<file path="src/core/lpd_defs.vh">
// Constants for the light-pen detect and address back-step block.
// Operation
// - Detection allowed only with foot switch active and start code 82 hex in B register.
// - Photocell pulse is synchronised while foot switch is down; sets pen detect trigger.
// - Nonbuffered unit sets unit check when byte counter loop reaches zero.
// - Buffered unit sets unit check only after all address decrements are done.
// - On detection: step address back (buffered only), then halt regeneration; attention is set together with the halt, buffered only.
// - Channel then issues Sense; device reports pen activity and corrected address.
// - Pen sampled before character code, before coordinate transfer, before mode latch reset.
// - Address counter increments after every buffer byte read during regeneration.
// - Character mode detection steps the address counter back two.
// - Graphic mode detection steps the address counter back eight.
// - Detection at a mode-select code keeps the mode latches set.
// - At mode-select code: back five after graphic mode, two after character mode.
`ifndef LPD_DEFS_VH
`define LPD_DEFS_VH
`define LPD_START_CODE   8'h82
`define LPD_BACK_CHAR    4'h2
`define LPD_BACK_GRAPH   4'h8
`define LPD_BACK_SM_GR   4'h5
`define LPD_ADDR_RST     12'h000
`define LPD_ADDR_W       12
// Register offsets.
`define LPD_REG_CTRL     4'h0
`define LPD_REG_STATUS   4'h1
`define LPD_REG_ADDR     4'h2
`define LPD_REG_IRQ_STAT 4'h3
`define LPD_REG_IRQ_EN   4'h4
`define LPD_REG_IRQ_CLR  4'h5
// Control bit positions.
`define LPD_CTRL_BUF     0
`define LPD_CTRL_SENSE   1
// Status bit positions.
`define LPD_ST_ATTN      0
`define LPD_ST_UCHK      1
`define LPD_ST_DET       2
`define LPD_ST_HALT      3
`define LPD_ST_GRAPH     4
`define LPD_ST_CHAR      5
// Interrupt event bit positions.
`define LPD_EV_DET       0
`define LPD_EV_UCHK      1
`endif

</file>
<file path="src/core/lpd_backstep.v">
// Light-pen detect trigger, address back-step and status toward the channel.
`timescale 1ns/100ps
`default_nettype none
`include "lpd_defs.vh"
module lpd_backstep (
   // Clock and reset
   input  wire        clk,
   input  wire        sys_rst,
   // Pen pins (asynchronous)
   input  wire        pen_photocell_amp,
   input  wire        foot_switch_n,
   // Regeneration datapath
   input  wire [7:0]  b_reg,
   input  wire        byte_read,
   input  wire        char_sample,
   input  wire        graph_sample,
   input  wire        sm_sample,
   input  wire        mode_char_set,
   input  wire        mode_graph_set,
   input  wire        addr_load,
   input  wire [11:0] addr_load_val,
   // Regeneration control outputs
   output wire [11:0] buffer_address_counter,
   output wire        regen_halt,
   output wire        mode_char,
   output wire        mode_graph,
   // Register port
   input  wire [3:0]  reg_addr,
   input  wire [15:0] reg_wdata,
   input  wire        reg_wr,
   input  wire        reg_rd,
   output wire [15:0] reg_rdata,
   // Interrupt
   output wire        irq
);

   // ----------------------------------------------------------------
   // Pin synchronisers
   // ----------------------------------------------------------------
   reg pen_s1_q, pen_s2_q, foot_s1_q, foot_s2_q;
   always @(posedge clk) begin
      if (sys_rst) begin
         pen_s1_q  <= 1'b0;
         pen_s2_q  <= 1'b0;
         foot_s1_q <= 1'b0;
         foot_s2_q <= 1'b0;
      end else begin
         pen_s1_q  <= pen_photocell_amp;
         pen_s2_q  <= pen_s1_q;
         foot_s1_q <= ~foot_switch_n;
         foot_s2_q <= foot_s1_q;
      end
   end

   // ----------------------------------------------------------------
   // State
   // ----------------------------------------------------------------
   localparam ST_RUN  = 3'b001;
   localparam ST_STEP = 3'b010;
   localparam ST_WAIT = 3'b100;

   reg  [2:0]  state_q;
   reg  [11:0] bac_q;
   reg  [3:0]  loop_q;
   reg         enable_q, detect_q, attn_q, uchk_q, halt_q;
   reg         mchar_q, mgraph_q, buf_q;
   reg  [1:0]  ev_q, en_q;
   reg  [15:0] rdata_q;

   wire start_seen = (b_reg == `LPD_START_CODE);
   wire sample_any = char_sample | graph_sample | sm_sample;
   wire hit        = (state_q == ST_RUN) & detect_q & sample_any;
   wire sense_wr   = reg_wr & (reg_addr == `LPD_REG_CTRL) & reg_wdata[`LPD_CTRL_SENSE];
   wire ev_det     = hit;
   wire ev_uchk    = (state_q == ST_STEP) & (loop_q <= 4'h1);

   reg [3:0] back_cnt;
   always @* begin
      back_cnt = `LPD_BACK_CHAR;
      if (graph_sample) begin
         back_cnt = `LPD_BACK_GRAPH;
      end else if (sm_sample & mgraph_q) begin
         back_cnt = `LPD_BACK_SM_GR;
      end
   end

   // ----------------------------------------------------------------
   // Detection, back-step sequencer and counter
   // ----------------------------------------------------------------
   always @(posedge clk) begin
      if (sys_rst) begin
         state_q  <= ST_RUN;
         bac_q    <= `LPD_ADDR_RST;
         loop_q   <= 4'h0;
         enable_q <= 1'b0;
         detect_q <= 1'b0;
         attn_q   <= 1'b0;
         uchk_q   <= 1'b0;
         halt_q   <= 1'b0;
         mchar_q  <= 1'b0;
         mgraph_q <= 1'b0;
      end else begin
         // Detection window opens on the start code while the switch is held.
         if (!foot_s2_q) begin
            enable_q <= 1'b0;
         end else if (start_seen) begin
            enable_q <= 1'b1;
         end
         if (enable_q & foot_s2_q & pen_s2_q & (state_q == ST_RUN)) begin
            detect_q <= 1'b1;
         end
         if (mode_char_set) begin
            mchar_q  <= 1'b1;
            mgraph_q <= 1'b0;
         end else if (mode_graph_set) begin
            mchar_q  <= 1'b0;
            mgraph_q <= 1'b1;
         end else if (sm_sample & !hit) begin
            mchar_q  <= 1'b0;
            mgraph_q <= 1'b0;
         end // latches stay set when the pen is seen at a mode code.
         case (state_q)
            ST_RUN: begin
               if (addr_load) begin
                  bac_q <= addr_load_val;
               end else if (byte_read) begin
                  bac_q <= bac_q + 12'h001;
               end
               if (hit) begin
                  loop_q  <= buf_q ? back_cnt : 4'h1;
                  state_q <= ST_STEP;
               end
            end
            ST_STEP: begin
               // Nonbuffered runs one pass of the loop without touching the address.
               if (buf_q) begin
                  bac_q <= bac_q - 12'h001;
               end
               loop_q <= loop_q - 4'h1;
               if (loop_q <= 4'h1) begin
                  attn_q  <= buf_q;
                  uchk_q  <= 1'b1;
                  halt_q  <= 1'b1;
                  state_q <= ST_WAIT;
               end
            end
            ST_WAIT: begin
               if (sense_wr) begin
                  // Sense taken: address already reported, resume regeneration.
                  attn_q   <= 1'b0;
                  uchk_q   <= 1'b0;
                  halt_q   <= 1'b0;
                  detect_q <= 1'b0;
                  enable_q <= 1'b0;
                  state_q  <= ST_RUN;
               end
            end
            default: begin
               state_q <= ST_RUN;
            end
         endcase
      end
   end

   // ----------------------------------------------------------------
   // Registers and interrupt
   // ----------------------------------------------------------------
   always @(posedge clk) begin
      if (sys_rst) begin
         buf_q   <= 1'b0;
         ev_q    <= 2'b00;
         en_q    <= 2'b00;
         rdata_q <= 16'h0000;
      end else begin
         if (reg_wr & (reg_addr == `LPD_REG_CTRL)) begin
            buf_q <= reg_wdata[`LPD_CTRL_BUF];
         end
         if (reg_wr & (reg_addr == `LPD_REG_IRQ_EN)) begin
            en_q <= reg_wdata[1:0];
         end
         // Set wins over a clear in the same cycle.
         if (reg_wr & (reg_addr == `LPD_REG_IRQ_CLR)) begin
            ev_q <= (ev_q & ~reg_wdata[1:0]) | {ev_uchk, ev_det};
         end else begin
            ev_q <= ev_q | {ev_uchk, ev_det};
         end
         rdata_q <= 16'h0000;
         if (reg_rd) begin
            if (reg_addr == `LPD_REG_CTRL) begin
               rdata_q <= {15'h0000, buf_q};
            end else if (reg_addr == `LPD_REG_STATUS) begin
               rdata_q <= {10'h000, mchar_q, mgraph_q, halt_q, detect_q, uchk_q, attn_q};
            end else if (reg_addr == `LPD_REG_ADDR) begin
               rdata_q <= {4'h0, bac_q};
            end else if (reg_addr == `LPD_REG_IRQ_STAT) begin
               rdata_q <= {14'h0000, ev_q};
            end else if (reg_addr == `LPD_REG_IRQ_EN) begin
               rdata_q <= {14'h0000, en_q};
            end
         end
      end
   end

   assign buffer_address_counter = bac_q;
   assign regen_halt             = halt_q;
   assign mode_char              = mchar_q;
   assign mode_graph             = mgraph_q;
   assign reg_rdata              = rdata_q;
   assign irq                    = |(ev_q & en_q);

endmodule
`default_nettype wire

</file>
<file path="config.mk">
export PLATFORM = sky130hd
export DESIGN_NAME = lpd_backstep
export DESIGN_NICKNAME = d
export VERILOG_FILES = /design/src/core/lpd_backstep.v
export VERILOG_INCLUDE_DIRS = /design/src /design/src/core
export SDC_FILE = /design/constraint.sdc
export NUM_CORES = 1
export LEC_CHECK = 0
export ABC_AREA = 1
export BUFFER_PORTS_ARGS = -buffer_cell sky130_fd_sc_hd__buf_2
export CORE_MARGIN = 2
export CORE_UTILIZATION = 51
export CTS_CLUSTER_DIAMETER = 150
export DETAILED_ROUTE_END_ITERATION = 8
export GPL_ROUTABILITY_DRIVEN = 0
export PLACE_DENSITY = 0.8
export SYNTH_ARGS = -nofsm -noshare
export SYNTH_HDL_FRONTEND = slang
export SYNTH_SLANG_ARGS = --single-unit
export TNS_END_PERCENT = 10
</file>
<file path="constraint.sdc">
create_clock -name clk -period 1.6 [get_ports clk]
set_input_delay 0.08 -clock clk [delete_from_list [all_inputs] [get_ports clk]]
set_output_delay 0.08 -clock clk [all_outputs]
set_load 0.05 [all_outputs]
</file>
==> impl_results.md <==
- Status: finished, final reports clean
- Clock buffer count from CTS: 5
- CTS Sinks: 46
- TNS Setup: 0 ns
- Final WL: 6790 um
- Fmax: 677 MHz
- GRT Residual Overflow: 0
- Nets: 552
- Simple-Gate Fraction of Synth Area: 35.7%
- Largest net degree at the start of global routing: 17
- DRC errors left: 0
- Terminus of the critical flop-to-flop path: buffer_address_counter[10]$_SDFFE_PP0P_
- Max Slew Vio Count: 0
- Synth unique cells: 36
- Clk buf depth: 2
- Ports: 85
- TritonCTS clock tree: yes
- Post-CTS setup buffer count: 0
- Min-Delay Endpoint: en_q[0]$_SDFFE_PP0P_
- Cells after synthesis: 421
- Static leakage: 0.00160 uW
- Max stage delay on crit path: 0.37 ns
- Max IR drop VDD: 0.555 mV
- Area Overhead vs Synth: 20.8%
- Yosys reg bits: 46
- Total core area: 5070 um2
- Syn_area_per_cell: 6.35 um2
- Main combinational cell family by area after synthesis: simple AND/OR/NAND/NOR gates
- CP cell instances: inv_1, ha_1, nand2_1, nor2_2, nand3_1, nand3_1, nand3_1, nand2_1, inv_1
- Cells on worst reg2reg path: 9
- CP dominant cell by count: nand3_1
- Hold Startpoint: reg_wdata[0]
- Min Hold Slack: 0.0259 ns
- All-Layer GR Usage: 22.9%
- Fin. Hold Viols: 0
- H-tree depth: 2
- Post-Synthesis Cell Area: 2680 um2
- # Max-Cap Violations: 0
- Initial Util: 52.7%
- Yosys Warn Count: 0
- Non-filler cells, final: 566
- Initial drt markers: 226
- Compound-Gate Fraction of Synth Area: 13.9%
- CP Max Fanout: 8
- ANT cells: 0
- Pwr per Cell Area: 781 nW/um2
- Worst EP required: 1.82 ns
- Detailed Place HPWL: 5160 um
- Hold path depth: 3
- Initial antenna violation count: 0
- Hold/Removal Path Class: in2reg
- Post-layout min period: 1.48 ns
- RSZ-0062 raised after global routing: yes
- First-pass GRT wire length: 11000 um
- WL/cell: 12.0 um
- Root buffer cell: clkbuf_8
- Critical-path top delay cell: dfxtp_2
- Crit Path Category: reg2reg
- Crit path DAT: 1.69 ns
- Share of post-route cells with drive strength above 1: 21.6%
- Rows: 26
- Sequential-to-total area share from yosys stat: 34.4%
- Startpoint Class: flop
- CTS clock-pin slew for the worst setup and hold paths: 0.09 ns
- Part of the cycle the worst path needs: 92.3%
- Endpoints failing setup: 0
- Cells after DPL: 555
- Reg2reg setup slack: 0.12 ns
- Via-to-Cell Ratio: 5.14
- Total Die Area: 5840 um2
- Worst r2r src: buffer_address_counter[0]$_SDFFE_PP0P_
- Mux contribution to synthesized area: 0%
- Final core occ: 63.7%
- Number of global-route vias before repair: 2571
- Slew @ Worst Pin: 0.501 ns
- Clock Latency Late Sink: 0.31 ns
- Crit end category: flop
- Worst Clk Skew: 0.00625 ns
- XOR/XNOR Fraction of Synth Area: 0.982%
- DR vias: 2908
- Post-route ant nets: 0
- Die W: 76.4 um
- Adder-cell share of the synthesized area: 1.87%
- Pre-antenna DRT Iters: 5
- Slew margin rel.: 66.2%
- PortBufs: 66
- Die H: 76.4 um
[worst max-delay path, delay by kind of cell, from the launching register on]
| family | cells | cell delay, ns |
|---|---|---|
| adders and majority gates | 1 | 0.21 |
| DFF | 1 | 0.37 |
| buffers and inverters | 2 | 0.15 |
| and+or+nand+nor | 6 | 0.64 |
[synthesized netlist by cell type (all sizes together)]
cell type | n | area (um2)
a211oi | 2 | 20.0
a21oi | 24 | 120
a22o | 1 | 8.76
a22oi | 1 | 7.51
a31oi | 2 | 12.5
a41oi | 1 | 8.76
buf | 12 | 85.1
clkbuf | 4 | 17.5
clkinv | 6 | 22.5
conb | 1 | 3.75
dfxtp | 46 | 921
ha | 4 | 50.1
inv | 59 | 221
nand2 | 98 | 373
nand3 | 43 | 233
nand3b | 2 | 15.0
nand4 | 6 | 37.5
nor2 | 60 | 233
nor3 | 7 | 57.6
nor4 | 1 | 6.26
o211ai | 1 | 7.51
o21a | 1 | 7.51
o21ai | 36 | 180
xnor2 | 1 | 8.76
xor2 | 2 | 17.5
[power by group]
part           total, uW  switching (uW)  internal, uW
registers           1250            63.3          1180
clock network        747             431           316
logic                531             362           169
[repair_timing]
action,in CTS,in global routing
setup endpoints to repair,0,10
endpoints found under the hold margin,4,0
hold buffers,3,0
resized for setup,0,6
[kinds of logic after synthesis]
group / after synthesis
AOI/OAI and AO/OA: 69
xor gates and xnor gates: 3
adders and majority gates: 4
buffers and inverters: 81
DFF: 46
other: 1
and+or+nand+nor: 217
[registers in the layout (all words and copies together), names as in the netlist]
| register | cells |
|---|---|
| pen_s1_q | 1 |
| ev_q | 2 |
| buf_q | 1 |
| mode_graph | 1 |
| foot_s2_q | 1 |
| en_q | 2 |
| detect_q | 1 |
| pen_s2_q | 1 |
| loop_q | 4 |
| buffer_address_counter | 12 |
| foot_s1_q | 1 |
| mode_char | 1 |
| regen_halt | 1 |
| enable_q | 1 |
| state_q | 3 |
| attn_q | 1 |
| reg_rdata | 12 |
[routing by layer]
| layer | vias to the layer above | GRT usage [%] | part of all wire [%] |
|---|---|---|---|
| met5 | - | 0 | 0 |
| met4 | 0 | 7.27 | 1.8 |
| met3 | 12 | 4.50 | 6.8 |
| met2 | 118 | 39.6 | 48 |
| met1 | 1301 | 28.6 | 43 |
| li1 | 1477 | - | - |
[cells in the final DEF (no fill, tap or decap), drive strengths merged, types with 3 or more instances in the layout]
cell type,synthesis,layout
clkinv,6,7
nand2,98,98
o21ai,36,36
conb,1,4
inv,59,60
a21oi,24,24
nor2,60,60
ha,4,4
nand3,43,43
nand4,6,6
dlygate4sd3,0,3
dfxtp,46,46
buf,12,77
clkbuf,4,5
nor3,7,7
[final cells by class]
class	instances	area [um2]
Inverter	65	244
Tap cell	70	87.6
Timing Repair Buffer	80	443
Fill cell	473	1840
Multi-Input combinational cell	297	1430
Clock inverter	3	25.0
Sequential cell	46	928
Clock buffer	5	68.8
[metrics by stage]
step / cell area [um2] / total power [uW] / worst slack [ns]
floorplan: 2690 / 1640 / 0.00243
global placement: 3090 / 1780 / 0.140
detailed placement: 3090 / 1780 / 0.0975
CTS: 3210 / 2530 / 0.0780
global route: 3230 / 2650 / -0.0172
finish: 3230 / 2520 / 0.124
[how the worst max path moves through the flow]
stage	startpoint	end	depth (start not counted)	slack, ns
2_1_floorplan	buffer_address_counter[2]$_SDFFE_PP0P_	buffer_address_counter[10]$_SDFFE_PP0P_	10	0.002
3_3_place_gp	state_q[1]$_SDFFE_PP0P_	buffer_address_counter[4]$_SDFFE_PP0P_	8	0.14
3_5_place_dp	state_q[1]$_SDFFE_PP0P_	buffer_address_counter[4]$_SDFFE_PP0P_	8	0.1
4_1_cts	state_q[1]$_SDFFE_PP0P_	buffer_address_counter[4]$_SDFFE_PP0P_	8	0.08
5_1_grt	buffer_address_counter[0]$_SDFFE_PP0P_	buffer_address_counter[10]$_SDFFE_PP0P_	9	-0.02
6_report	buffer_address_counter[0]$_SDFFE_PP0P_	buffer_address_counter[10]$_SDFFE_PP0P_	9	0.12
Power figures use the tool's default switching activity.
